$ cat src/flash_sec_consts.svh
// constants for the flash security, protection and command front end
// assumes byte-wide registers at 16-bit cpu addresses
`ifndef FLASH_SEC_CONSTS_SVH
`define FLASH_SEC_CONSTS_SVH
`define ADR_DIV        16'h1820
`define ADR_OPT        16'h1821
`define ADR_CFG        16'h1823
`define ADR_PROT       16'h1824
`define ADR_STAT       16'h1825
`define ADR_CMD        16'h1826
`define ADR_IRQ_STAT   16'h1828
`define ADR_IRQ_CLR    16'h1829
`define ADR_IRQ_EN     16'h182A
`define ADR_REG_LO     16'h1800
`define ADR_REG_HI     16'h182B
`define ADR_FLASH_LO   16'h1000
`define ADR_KEY        16'hFFB0
`define ADR_KEY_HI     16'hFFB7
`define ADR_NV_PROTECTION_SETUP     16'hFFBD
`define ADR_NV_OPTION_SETUP      16'hFFBF
`define PAGE_MASK      16'hFE00
`define ARRAY_TOP      17'h1_0000
`define PROT_MIN       17'h0_0200
`define PROT_MAX_SEL   3'h6
`define CMD_BLANK      8'h05
`define CMD_PROG       8'h20
`define CMD_BURST      8'h25
`define CMD_PAGE_ERASE 8'h40
`define CMD_MASS_ERASE 8'h41
`define STAT_CBEF      7
`define STAT_CCF       6
`define STAT_PVIOL     5
`define STAT_ACCERR    4
`define STAT_BLANK     2
`define CFG_KEY_WRITE_ACCESS     5
`define OPT_KEY_UNLOCK_ENABLE      7
`define OPT_NORED      6
`define SEC_UNSECURED  2'h2
`define PROT_OPEN      7
`define PROT_DIS       6
`define DIV_LOADED     7
`define IRQ_DONE       0
`define IRQ_PVIOL      1
`define IRQ_ACCERR     2
`define IRQ_UNSEC      3
`define LD_LAST        4'hA
`define LD_KEY_FIRST   4'h2
`define ZERO8          8'h00
`define ONES8          8'hFF
`endif

$ cat src/flash_sec_pkg.sv
// types for the flash security, protection and command front end
// assumes flash_sec_consts.svh is on the include path
package flash_sec_pkg;
   // command sequencer, gray coded along the usual path
   typedef enum logic [1:0] {
      SEQ_EMPTY = 2'h0,
      SEQ_ADDR  = 2'h1,
      SEQ_CMD   = 2'h3,
      SEQ_BUSY  = 2'h2
   } seq_state_t;

   // one registered command handed to the array engine
   typedef struct packed {
      logic [7:0]  code;
      logic [15:0] addr;
      logic [7:0]  data;
   } flash_cmd_t;
endpackage

$ cat src/flash_sec_ctrl.sv
// flash security, block protection and command front end
// assumes a same-clock array engine and a same-clock cpu register port
`include "flash_sec_consts.svh"
module flash_sec_ctrl
   import flash_sec_pkg::*;
(
   input  wire logic        core_clk_i,
   input  wire logic        arst_n_i,
   input  wire logic [15:0] reg_addr_i,
   input  wire logic [7:0]  reg_wdata_i,
   input  wire logic        reg_wr_i,
   input  wire logic        reg_rd_i,
   output      logic [7:0]  reg_rdata_o,
   input  wire logic        bdm_access_i,
   input  wire logic        secure_code_i,
   output      logic [15:0] nv_addr_o,
   input  wire logic [7:0]  nv_data_i,
   output      logic        load_done_o,
   output      logic        op_start_o,
   output      flash_cmd_t  op_cmd_o,
   input  wire logic        op_done_i,
   input  wire logic        op_blank_i,
   output      logic        secure_o,
   output      logic        vector_redirect_disable_o,
   output      logic        irq_o
);

   // address of each nonvolatile byte fetched after reset
   function automatic logic [15:0] load_addr(input logic [3:0] step);
      if (step == 4'h0) begin
         load_addr = `ADR_NV_PROTECTION_SETUP;
      end else if (step == 4'h1) begin
         load_addr = `ADR_NV_OPTION_SETUP;
      end else begin
         load_addr = `ADR_KEY + {12'h000, step - `LD_KEY_FIRST};
      end
   endfunction

   // protected block at the top end, size field
   function automatic logic prot_hit(input logic [7:0]  prot,
                                     input logic [15:0] addr,
                                     input logic        whole);
      logic [2:0]  sel;
      logic [16:0] limit;
      sel   = (prot[5:3] > `PROT_MAX_SEL) ? `PROT_MAX_SEL : prot[5:3];
      limit = `ARRAY_TOP - (`PROT_MIN << sel);
      if (!prot[`PROT_OPEN]) begin
         prot_hit = 1'b1;
      end else if (prot[`PROT_DIS]) begin
         prot_hit = 1'b0;
      end else begin
         prot_hit = whole | ({1'b0, addr} >= limit);
      end
   endfunction

   logic [3:0]  ld_cnt_r;
   logic        loaded_r;
   logic [15:0] nv_addr_r;
   logic [7:0]  prot_r;
   logic [7:0]  opt_r;
   logic [7:0]  key_r [8];
   logic [7:0]  key_in_r [8];
   logic [7:0]  key_mask_r;
   logic [7:0]  key_eq;
   logic        unlocked_r;
   logic        mass_erased_r;
   logic [7:0]  div_r;
   logic        key_write_access_r;
   seq_state_t  seq_r;
   flash_cmd_t  buf_r;
   logic        start_r;
   logic        pviol_r;
   logic        accerr_r;
   logic        blank_r;
   logic [3:0]  irq_stat_r;
   logic [3:0]  irq_en_r;
   logic [7:0]  rdata_r;

   logic        in_regs;
   logic        in_key;
   logic        key_ok;
   logic        key_wr;
   logic        flash_wr;
   logic        ctrl_wr;
   logic        stat_wr;
   logic        cmd_wr;
   logic        cmd_legal;
   logic        is_mod;
   logic        done_ev;
   logic        pviol_set;
   logic        accerr_set;
   logic        unlock_set;
   logic [7:0]  stat_view;
   logic [7:0]  opt_view;

   // reset load of working copies, one byte per cycle
   always_ff @(posedge core_clk_i or negedge arst_n_i) begin
      if (!arst_n_i) begin
         ld_cnt_r  <= 4'h0;
         nv_addr_r <= `ADR_NV_PROTECTION_SETUP;
         loaded_r  <= 1'b0;
      end else if (!loaded_r) begin
         if (ld_cnt_r == `LD_LAST) begin
            loaded_r <= 1'b1;
         end else begin
            ld_cnt_r  <= ld_cnt_r + 4'h1;
            nv_addr_r <= load_addr(ld_cnt_r + 4'h1);
         end
      end
   end

   // stored key captured from nonvolatile memory
   generate
      for (genvar i = 0; i < 8; i++) begin : g_key
         always_ff @(posedge core_clk_i or negedge arst_n_i) begin
            if (!arst_n_i) begin
               key_r[i] <= `ZERO8;
            end else if (!loaded_r && ld_cnt_r == 4'(i) + `LD_KEY_FIRST + 4'h1) begin
               key_r[i] <= nv_data_i;
            end
         end
         assign key_eq[i] = (key_r[i] == key_in_r[i]);
      end
   endgenerate

   // protection byte taken from the array; software may rewrite it
   always_ff @(posedge core_clk_i or negedge arst_n_i) begin
      if (!arst_n_i) begin
         prot_r <= `ZERO8;
         opt_r  <= `ZERO8;
      end else if (!loaded_r && ld_cnt_r == 4'h1) begin
         prot_r <= nv_data_i;
      end else if (!loaded_r && ld_cnt_r == 4'h2) begin
         opt_r <= nv_data_i;
      end else if (reg_wr_i && reg_addr_i == `ADR_PROT && seq_r == SEQ_EMPTY) begin
         prot_r <= {reg_wdata_i[7:3], 3'h0};
      end
   end

   assign in_regs = (reg_addr_i >= `ADR_REG_LO) && (reg_addr_i <= `ADR_REG_HI);
   assign in_key  = (reg_addr_i >= `ADR_KEY) && (reg_addr_i <= `ADR_KEY_HI);
   // key only while key unlock enable is one
   // a zero in that bit shuts the path completely
   // background debug accesses and non-secure code cannot enter it
   assign key_ok   = opt_r[`OPT_KEY_UNLOCK_ENABLE] & secure_code_i & ~bdm_access_i;
   assign key_wr   = reg_wr_i & key_write_access_r & in_key;
   assign flash_wr = reg_wr_i & loaded_r & ~key_write_access_r & ~in_regs
                   & (reg_addr_i >= `ADR_FLASH_LO);
   assign stat_wr  = reg_wr_i & (reg_addr_i == `ADR_STAT);
   assign cmd_wr   = reg_wr_i & (reg_addr_i == `ADR_CMD);
   assign ctrl_wr  = reg_wr_i & ((reg_addr_i == `ADR_DIV) | (reg_addr_i == `ADR_CFG)
                   | (reg_addr_i == `ADR_PROT) | stat_wr | cmd_wr);

   assign cmd_legal = (reg_wdata_i == `CMD_BLANK) | (reg_wdata_i == `CMD_PROG)
                    | (reg_wdata_i == `CMD_BURST) | (reg_wdata_i == `CMD_PAGE_ERASE)
                    | (reg_wdata_i == `CMD_MASS_ERASE);
   assign is_mod    = (buf_r.code != `CMD_BLANK);

   // entered key bytes; compared once all eight are in
   always_ff @(posedge core_clk_i or negedge arst_n_i) begin
      if (!arst_n_i) begin
         key_mask_r <= `ZERO8;
         for (int i = 0; i < 8; i++) begin
            key_in_r[i] <= `ZERO8;
         end
      end else if (key_mask_r == `ONES8) begin
         key_mask_r <= `ZERO8;
      end else if (key_wr && key_ok) begin
         key_in_r[reg_addr_i[2:0]]   <= reg_wdata_i;
         key_mask_r[reg_addr_i[2:0]] <= 1'b1;
      end
   end

   // full match unlocks until the next reset
   // otherwise only mass erase followed by a clean blank check
   assign unlock_set = ((key_mask_r == `ONES8) && (key_eq == `ONES8))
                     | (done_ev && buf_r.code == `CMD_BLANK && op_blank_i && mass_erased_r);

   always_ff @(posedge core_clk_i or negedge arst_n_i) begin
      if (!arst_n_i) begin
         unlocked_r <= 1'b0;
      end else if (unlock_set) begin
         unlocked_r <= 1'b1;
      end
   end

   always_ff @(posedge core_clk_i or negedge arst_n_i) begin
      if (!arst_n_i) begin
         mass_erased_r <= 1'b0;
      end else if (done_ev && buf_r.code == `CMD_MASS_ERASE) begin
         mass_erased_r <= 1'b1;
      end else if (start_r && is_mod) begin
         mass_erased_r <= 1'b0;
      end
   end

   // only one-zero in the security field is unsecured
   // one level gates both flash and ram access outside
   assign secure_o = ~loaded_r | ((opt_r[1:0] != `SEC_UNSECURED) & ~unlocked_r);
   assign vector_redirect_disable_o = opt_r[`OPT_NORED];

   // divider is write once; programming is refused until it is loaded
   always_ff @(posedge core_clk_i or negedge arst_n_i) begin
      if (!arst_n_i) begin
         div_r <= `ZERO8;
      end else if (reg_wr_i && reg_addr_i == `ADR_DIV && !div_r[`DIV_LOADED]) begin
         div_r <= {1'b1, reg_wdata_i[6:0]};
      end
   end

   always_ff @(posedge core_clk_i or negedge arst_n_i) begin
      if (!arst_n_i) begin
         key_write_access_r <= 1'b0;
      end else if (reg_wr_i && reg_addr_i == `ADR_CFG) begin
         key_write_access_r <= reg_wdata_i[`CFG_KEY_WRITE_ACCESS];
      end
   end

   assign done_ev = (seq_r == SEQ_BUSY) & op_done_i;

   // command sequencer; launch and error detection
   always_ff @(posedge core_clk_i or negedge arst_n_i) begin
      if (!arst_n_i) begin
         seq_r      <= SEQ_EMPTY;
         buf_r      <= '0;
         start_r    <= 1'b0;
         pviol_set  <= 1'b0;
         accerr_set <= 1'b0;
      end else begin
         start_r    <= 1'b0;
         pviol_set  <= 1'b0;
         accerr_set <= 1'b0;
         case (seq_r)
            SEQ_EMPTY: begin
               if (flash_wr) begin
                  if (!div_r[`DIV_LOADED] || accerr_r || pviol_r) begin
                     accerr_set <= 1'b1;
                  end else begin
                     buf_r.addr <= reg_addr_i;
                     buf_r.data <= reg_wdata_i;
                     seq_r      <= SEQ_ADDR;
                  end
               end else if (cmd_wr) begin
                  accerr_set <= 1'b1;
               end
            end
            SEQ_ADDR: begin
               if (cmd_wr && cmd_legal) begin
                  buf_r.code <= reg_wdata_i;
                  seq_r      <= SEQ_CMD;
               end else if (ctrl_wr || flash_wr) begin
                  // bad code, abort or stray write ends the sequence
                  accerr_set <= 1'b1;
                  seq_r      <= SEQ_EMPTY;
               end
            end
            SEQ_CMD: begin
               if (stat_wr && reg_wdata_i[`STAT_CBEF]) begin
                  // master's one on buffer-empty registers it
                  // protected target of a modifying command becomes a violation, no launch
                  if (is_mod && prot_hit(prot_r, buf_r.addr,
                                         buf_r.code == `CMD_MASS_ERASE)) begin
                     pviol_set <= 1'b1;
                     seq_r     <= SEQ_EMPTY;
                  end else begin
                     start_r <= 1'b1;
                     seq_r   <= SEQ_BUSY;
                  end
               end else if (ctrl_wr || flash_wr) begin
                  accerr_set <= 1'b1;
                  seq_r      <= SEQ_EMPTY;
               end
            end
            SEQ_BUSY: begin
               if (flash_wr || cmd_wr) begin
                  accerr_set <= 1'b1;
               end
               if (op_done_i) begin
                  seq_r <= SEQ_EMPTY;
               end
            end
            default: begin
               seq_r <= SEQ_EMPTY;
            end
         endcase
      end
   end

   // page erase goes out page aligned, a page is 512 bytes
   always_ff @(posedge core_clk_i or negedge arst_n_i) begin
      if (!arst_n_i) begin
         op_cmd_o <= '0;
      end else if (seq_r == SEQ_CMD && stat_wr && reg_wdata_i[`STAT_CBEF] && !(is_mod
                   && prot_hit(prot_r, buf_r.addr, buf_r.code == `CMD_MASS_ERASE))) begin
         op_cmd_o.code <= buf_r.code;
         op_cmd_o.data <= buf_r.data;
         op_cmd_o.addr <= (buf_r.code == `CMD_PAGE_ERASE) ? (buf_r.addr & `PAGE_MASK)
                                                          : buf_r.addr;
      end
   end

   // status flags: a set in the clearing cycle wins
   always_ff @(posedge core_clk_i or negedge arst_n_i) begin
      if (!arst_n_i) begin
         pviol_r  <= 1'b0;
         accerr_r <= 1'b0;
         blank_r  <= 1'b0;
      end else begin
         pviol_r  <= pviol_set | (pviol_r & ~(stat_wr & reg_wdata_i[`STAT_PVIOL]));
         accerr_r <= accerr_set | (accerr_r & ~(stat_wr & reg_wdata_i[`STAT_ACCERR]));
         if (start_r) begin
            blank_r <= 1'b0;
         end else if (done_ev && buf_r.code == `CMD_BLANK) begin
            blank_r <= op_blank_i;
         end
      end
   end

   // interrupt status, write-one clear register, enable register
   always_ff @(posedge core_clk_i or negedge arst_n_i) begin
      if (!arst_n_i) begin
         irq_stat_r <= 4'h0;
         irq_en_r   <= 4'h0;
      end else begin
         irq_stat_r[`IRQ_DONE]   <= done_ev | (irq_stat_r[`IRQ_DONE]
                                 & ~(reg_wr_i && reg_addr_i == `ADR_IRQ_CLR && reg_wdata_i[0]));
         irq_stat_r[`IRQ_PVIOL]  <= pviol_set | (irq_stat_r[`IRQ_PVIOL]
                                 & ~(reg_wr_i && reg_addr_i == `ADR_IRQ_CLR && reg_wdata_i[1]));
         irq_stat_r[`IRQ_ACCERR] <= accerr_set | (irq_stat_r[`IRQ_ACCERR]
                                 & ~(reg_wr_i && reg_addr_i == `ADR_IRQ_CLR && reg_wdata_i[2]));
         irq_stat_r[`IRQ_UNSEC]  <= unlock_set | (irq_stat_r[`IRQ_UNSEC]
                                 & ~(reg_wr_i && reg_addr_i == `ADR_IRQ_CLR && reg_wdata_i[3]));
         if (reg_wr_i && reg_addr_i == `ADR_IRQ_EN) begin
            irq_en_r <= reg_wdata_i[3:0];
         end
      end
   end

   assign stat_view = {(seq_r != SEQ_BUSY) && (seq_r == SEQ_EMPTY), seq_r != SEQ_BUSY,
                       pviol_r, accerr_r, 1'b0, blank_r, 2'h0};
   assign opt_view  = {opt_r[7:6], 4'h0, opt_r[1:0]};

   // read data valid only in the cycle after the strobe; unmapped reads zero
   always_ff @(posedge core_clk_i or negedge arst_n_i) begin
      if (!arst_n_i) begin
         rdata_r <= `ZERO8;
      end else if (!reg_rd_i) begin
         rdata_r <= `ZERO8;
      end else if (reg_addr_i == `ADR_DIV) begin
         rdata_r <= div_r;
      end else if (reg_addr_i == `ADR_OPT) begin
         rdata_r <= opt_view;
      end else if (reg_addr_i == `ADR_CFG) begin
         rdata_r <= {2'h0, key_write_access_r, 5'h00};
      end else if (reg_addr_i == `ADR_PROT) begin
         rdata_r <= prot_r;
      end else if (reg_addr_i == `ADR_STAT) begin
         rdata_r <= stat_view;
      end else if (reg_addr_i == `ADR_CMD) begin
         rdata_r <= buf_r.code;
      end else if (reg_addr_i == `ADR_IRQ_STAT) begin
         rdata_r <= {4'h0, irq_stat_r};
      end else if (reg_addr_i == `ADR_IRQ_EN) begin
         rdata_r <= {4'h0, irq_en_r};
      end else begin
         rdata_r <= `ZERO8;
      end
   end

   assign reg_rdata_o = rdata_r;
   assign nv_addr_o   = nv_addr_r;
   assign load_done_o = loaded_r;
   assign op_start_o  = start_r;
   // level interrupt from registered status and enable only
   assign irq_o       = |(irq_stat_r & irq_en_r);

endmodule

$ cat config.mk
export PLATFORM = sky130hd
export DESIGN_NAME = flash_sec_ctrl
export DESIGN_NICKNAME = d
export VERILOG_FILES = /design/src/flash_sec_pkg.sv /design/src/flash_sec_ctrl.sv
export VERILOG_INCLUDE_DIRS = /design/src /design/src/src
export SDC_FILE = /design/constraint.sdc
export NUM_CORES = 1
export LEC_CHECK = 0
export BUFFER_PORTS_ARGS = -buffer_cell sky130_fd_sc_hd__buf_4
export CAP_MARGIN = 20
export CORE_MARGIN = 4
export CORE_UTILIZATION = 33
export CTS_CLUSTER_DIAMETER = 150
export DETAILED_ROUTE_END_ITERATION = 12
export PLACE_DENSITY = 0.59
export SKIP_LAST_GASP = 1
export SLEW_MARGIN = 5
export SYNTH_ARGS = -nofsm -noshare
export SYNTH_HDL_FRONTEND = slang
export SYNTH_SLANG_ARGS = --single-unit
$ cat constraint.sdc
create_clock -name core_clk_i -period 3.64 [get_ports core_clk_i]
set_clock_uncertainty 0.1 [all_clocks]
set_input_delay 0.546 -clock core_clk_i [delete_from_list [all_inputs] [get_ports core_clk_i]]
set_output_delay 0.546 -clock core_clk_i [all_outputs]
set_load 0.05 [all_outputs]
==> flow_metrics.py <==
metrics = {
    "worst_setup_path": {
        "regToRegSetupSlack_ns": 0.64,
        "cpMaxStageDelayCell": "dfrtp_1",
        "path_cells": "or3_1 -> ha_1 -> o21a_1 -> o211ai_1 -> a31oi_1 -> o211ai_1 -> and3_2 -> buf_12 -> mux2_2",
        "critPathArrivalTime_ns": 3.32,
        "critical_path_required_ns": 3.96,
        "cp_top_family": "simple AND/OR/NAND/NOR gates",
        "worstSetupPathType": "reg -> reg",
        "path_buf_inv": 1,
        "start_kind": "flop",
        "worstSetupEndpointType": "flop",
        "max_stage_delay_ns": 0.43,
        "cpMostUsedCell": "o211ai_1",
        "path_max_fanout": 27,
    },
    "pwr": {
        "seqPwrFrac_pct": 47.2,
        "power.share.clock_pct": 47.2,
        "swShare_pct": 22.8,
        "p_int_mw": 4.78,
        "powerDensity_nw_per_um2": 449,
        "p_leak_nw": 6.46,
        "irDropWorstVdd_v": 0.000396,
        "power_frac_comb_pct": 5.6,
        "switchingPower_mw": 1.41,
    },
    "placed_design": {
        "port_buffers": 88,
        "gp_congestion": 0.927,
        "place_hpwl_mm": 21.2,
        "post-place-ws_ns": 0.631,
    },
    "cells_and_area": {
        "nNetsFinal": 1077,
        "drive_gt1_share_pct": 34.7,
        "syn_to_final_growth_pct": 18.3,
        "antenna_cells": 0,
    },
    "floorplanning": {
        "io_pins": 101,
        "die_w_um": 196,
        "core_um2": 34700,
        "initial_utilization_pct": 33.6,
        "rows": 68,
        "die_area_um2": 38400,
        "die_y_um": 196,
    },
    "cts": {
        "cts_buffer_depth": 3,
        "cts_resized": 0,
        "htree_levels": 1,
        "numCtsBuffers": 28,
        "clk_pin_slew_ns": 0.07,
        "post_cts_buffers": 0,
        "worstSkewPairLatency_ns": 0.54,
        "cts_tree": "yes",
        "cts_root_buf": "clkbuf_16",
        "cts.sinks": 256,
    },
    "sta": {
        "setup_violations": 0,
        "slew_viol_final": 0,
        "worst_slack_ns": 0.642,
        "fin_hold_ws_ns": 0.172,
        "period_share_pct": 82.4,
        "tightest_slew_ns": 1.02,
        "hold_violations": 0,
        "relSlewSlack_pct": 31.7,
        "period_minus_slack_ns": 3.00,
        "grt_setup_unrepaired": "no",
        "fmax_mhz": 334,
        "tns_ns": 0,
    },
    "grt": {
        "antenna_found_initial": 1,
        "grt_overflow_total": 0,
        "first_global_vias": 7889,
        "grt_pass1_wl_mm": 48.4,
        "grt_max_degree": 104,
        "grt_usage_pct": 16.2,
    },
    "synth": {
        "ys.flop_type": "dfrtp_1",
        "yosys.area_share.simple_pct": 9.99,
        "ys_ff_latch": 256,
        "synth-async-reset-ratio_pct": 100,
        "netlist-cell-type-count": 62,
        "synth_area_per_cell_um2": 12.5,
        "ys_warn_count": 0,
        "synth_compound_area_share_pct": 4.87,
        "synth_xor_area_share_pct": 5.33,
        "syn_area_um2": 11700,
        "syn_inst": 932,
        "synth_top_family_by_area": "multiplexers",
        "yosysSeqAreaShare_pct": 55.0,
        "synth_edf_count": 0,
        "synthAdderAreaFrac_pct": 1.29,
        "synthMuxAreaShare_pct": 20.5,
    },
    "drt": {
        "dr.pass1.iters": 5,
        "drtIter0Drc": 427,
        "vias": 7557,
        "via_per_inst": 5.03,
        "drc": 0,
        "routedWlPerCell_um": 20.8,
        "wirelength_mm": 31.2,
        "ant_nets": 0,
    },
    "outcome": {
        "status": "complete, no violations",
    },
    "min_path": {
        "worstHoldPathType": "in -> reg",
    },
    "flow_run": {
        "maxCapViolations": 0,
    },
}
## kinds of logic (layout without fill, tap and decap cells)
logic type	count (synthesis)	count (layout)
and+or+nand+nor	215	215
AOI/OAI and AO/OA	89	89
other	2	12
DFF	256	256
xor gates and xnor gates	71	71
buffers and inverters	72	177
muxes	215	215
adders and majority gates	12	12
## sequential cells by signal, summed over array words and instances (netlist names)
name                cells
key_in_r               64
key_r                  64
buf_r                  32
op_cmd_o               32
div_r                   8
key_mask_r              8
prot_r                  8
reg_rdata_o             8
irq_en_r                4
irq_stat_r              4
ld_cnt_r                4
nv_addr_o               4
opt_r                   4
seq_r                   2
accerr_r                1
accerr_set              1
blank_r                 1
key_write_access_r      1
load_done_o             1
mass_erased_r           1
op_start_o              1
pviol_r                 1
pviol_set               1
unlocked_r              1
## cell usage after synthesis (8+ instances only)
cell	number	share of area [%]
inv_1	19	0.61
mux2_2	194	19
mux2i_1	20	1.7
a21o_1	8	0.51
clkbuf_1	24	0.77
nor3_1	12	0.51
o21ai_0	26	1.1
nand3_1	9	0.39
nor2_1	33	1.1
xor2_1	45	3.4
ha_1	12	1.3
dfrtp_1	253	54
nor2b_1	8	0.43
buf_4	14	0.90
a21oi_1	16	0.69
nand4_1	15	0.80
xnor2_1	26	2.0
nand2_1	75	2.4
nor4_1	15	0.80
## worst reg2reg max path, stage by stage (launching register included)
cell      delay, ns
dfrtp_1        0.43
or3_1          0.39
ha_1           0.28
o21a_1         0.18
o211ai_1       0.15
a31oi_1        0.12
o211ai_1       0.26
and3_2         0.36
buf_12         0.24
mux2_2         0.37
## final cells by class
class	instances	area, µm²
fill	3357	20900
sequential	256	6410
multi-input combinational	614	4960
timing repair buffer	106	831
clock buffer	43	828
tap	455	569
clock inverter	9	129
inverter	19	71.3
## per-layer routing
layer  part of all wire (%)  track usage, %  vias to the layer above
li1                       -               -                     3471
met1                     46            22.6                     3849
met2                     46            26.0                      187
met3                    4.9            2.97                       50
met4                    2.5            4.14                        0
met5                      0               0                        -
## power by group through the flow
stage | Combinational, mW | Clock, mW | Sequential (mW)
after global routing | 0.378 | 3.12 | 2.93
after detailed placement | 0.348 | 0 | 2.97
after floorplan | 0.171 | 0 | 2.97
after CTS | 0.350 | 2.99 | 2.92
final | 0.346 | 2.92 | 2.92
after global placement | 0.346 | 0 | 2.97
## stage by stage
stage / total power [mW] / util (%) / cells / cell area [µm²]
global route: 6.42 / 39.7 / 1502 / 13800
global placement: 3.32 / 37.0 / 1449 / 12800
floorplan: 3.14 / - / 942 / 11700
detailed placement: 3.32 / 37.0 / 1449 / 12800
CTS: 6.26 / 39.7 / 1502 / 13800
finish: 6.19 / 39.7 / 1502 / 13800
## placed cells by master, fill, tap and decap left out, types with 5 or more instances in the layout
| cell type | count |
|---|---|
| a31oi_1 | 6 |
| nand3_1 | 9 |
| nor4_1 | 15 |
| xnor2_1 | 26 |
| o22ai_1 | 5 |
| nor3_1 | 12 |
| dfrtp_1 | 253 |
| a21oi_1 | 16 |
| and2_1 | 5 |
| inv_1 | 19 |
| clkbuf_1 | 9 |
| nor2b_1 | 8 |
| nand2b_1 | 5 |
| mux2_2 | 194 |
| buf_4 | 102 |
| conb_1 | 12 |
| nand2_1 | 75 |
| a21o_1 | 8 |
| o21a_1 | 5 |
| clkbuf_8 | 5 |
| mux2i_1 | 20 |
| ha_1 | 12 |
| clkbuf_16 | 29 |
| xor2_1 | 45 |
| nor2_1 | 33 |
| nand4_1 | 15 |
| o21ai_0 | 26 |
## final timing paths
kind / start / end / cells after the start
setup / recovery: prot_r[4] / op_cmd_o[5] / 9
min in group asynchronous: arst_n_i / op_cmd_o[17] / 2
setup reg to reg: prot_r[4] / op_cmd_o[5] / 9
hold / removal: reg_addr_i[6] / buf_r[14] / 2
hold reg to reg: unlocked_r / unlocked_r / 1
max in group asynchronous: arst_n_i / buf_r[11] / 3
## repair_timing
action                                  CTS  global route
endpoints found under the setup margin    0             0
endpoints found under the hold margin    18             0
hold buffers                              1             0
Note: power is estimated with default switching activity, not from simulation.
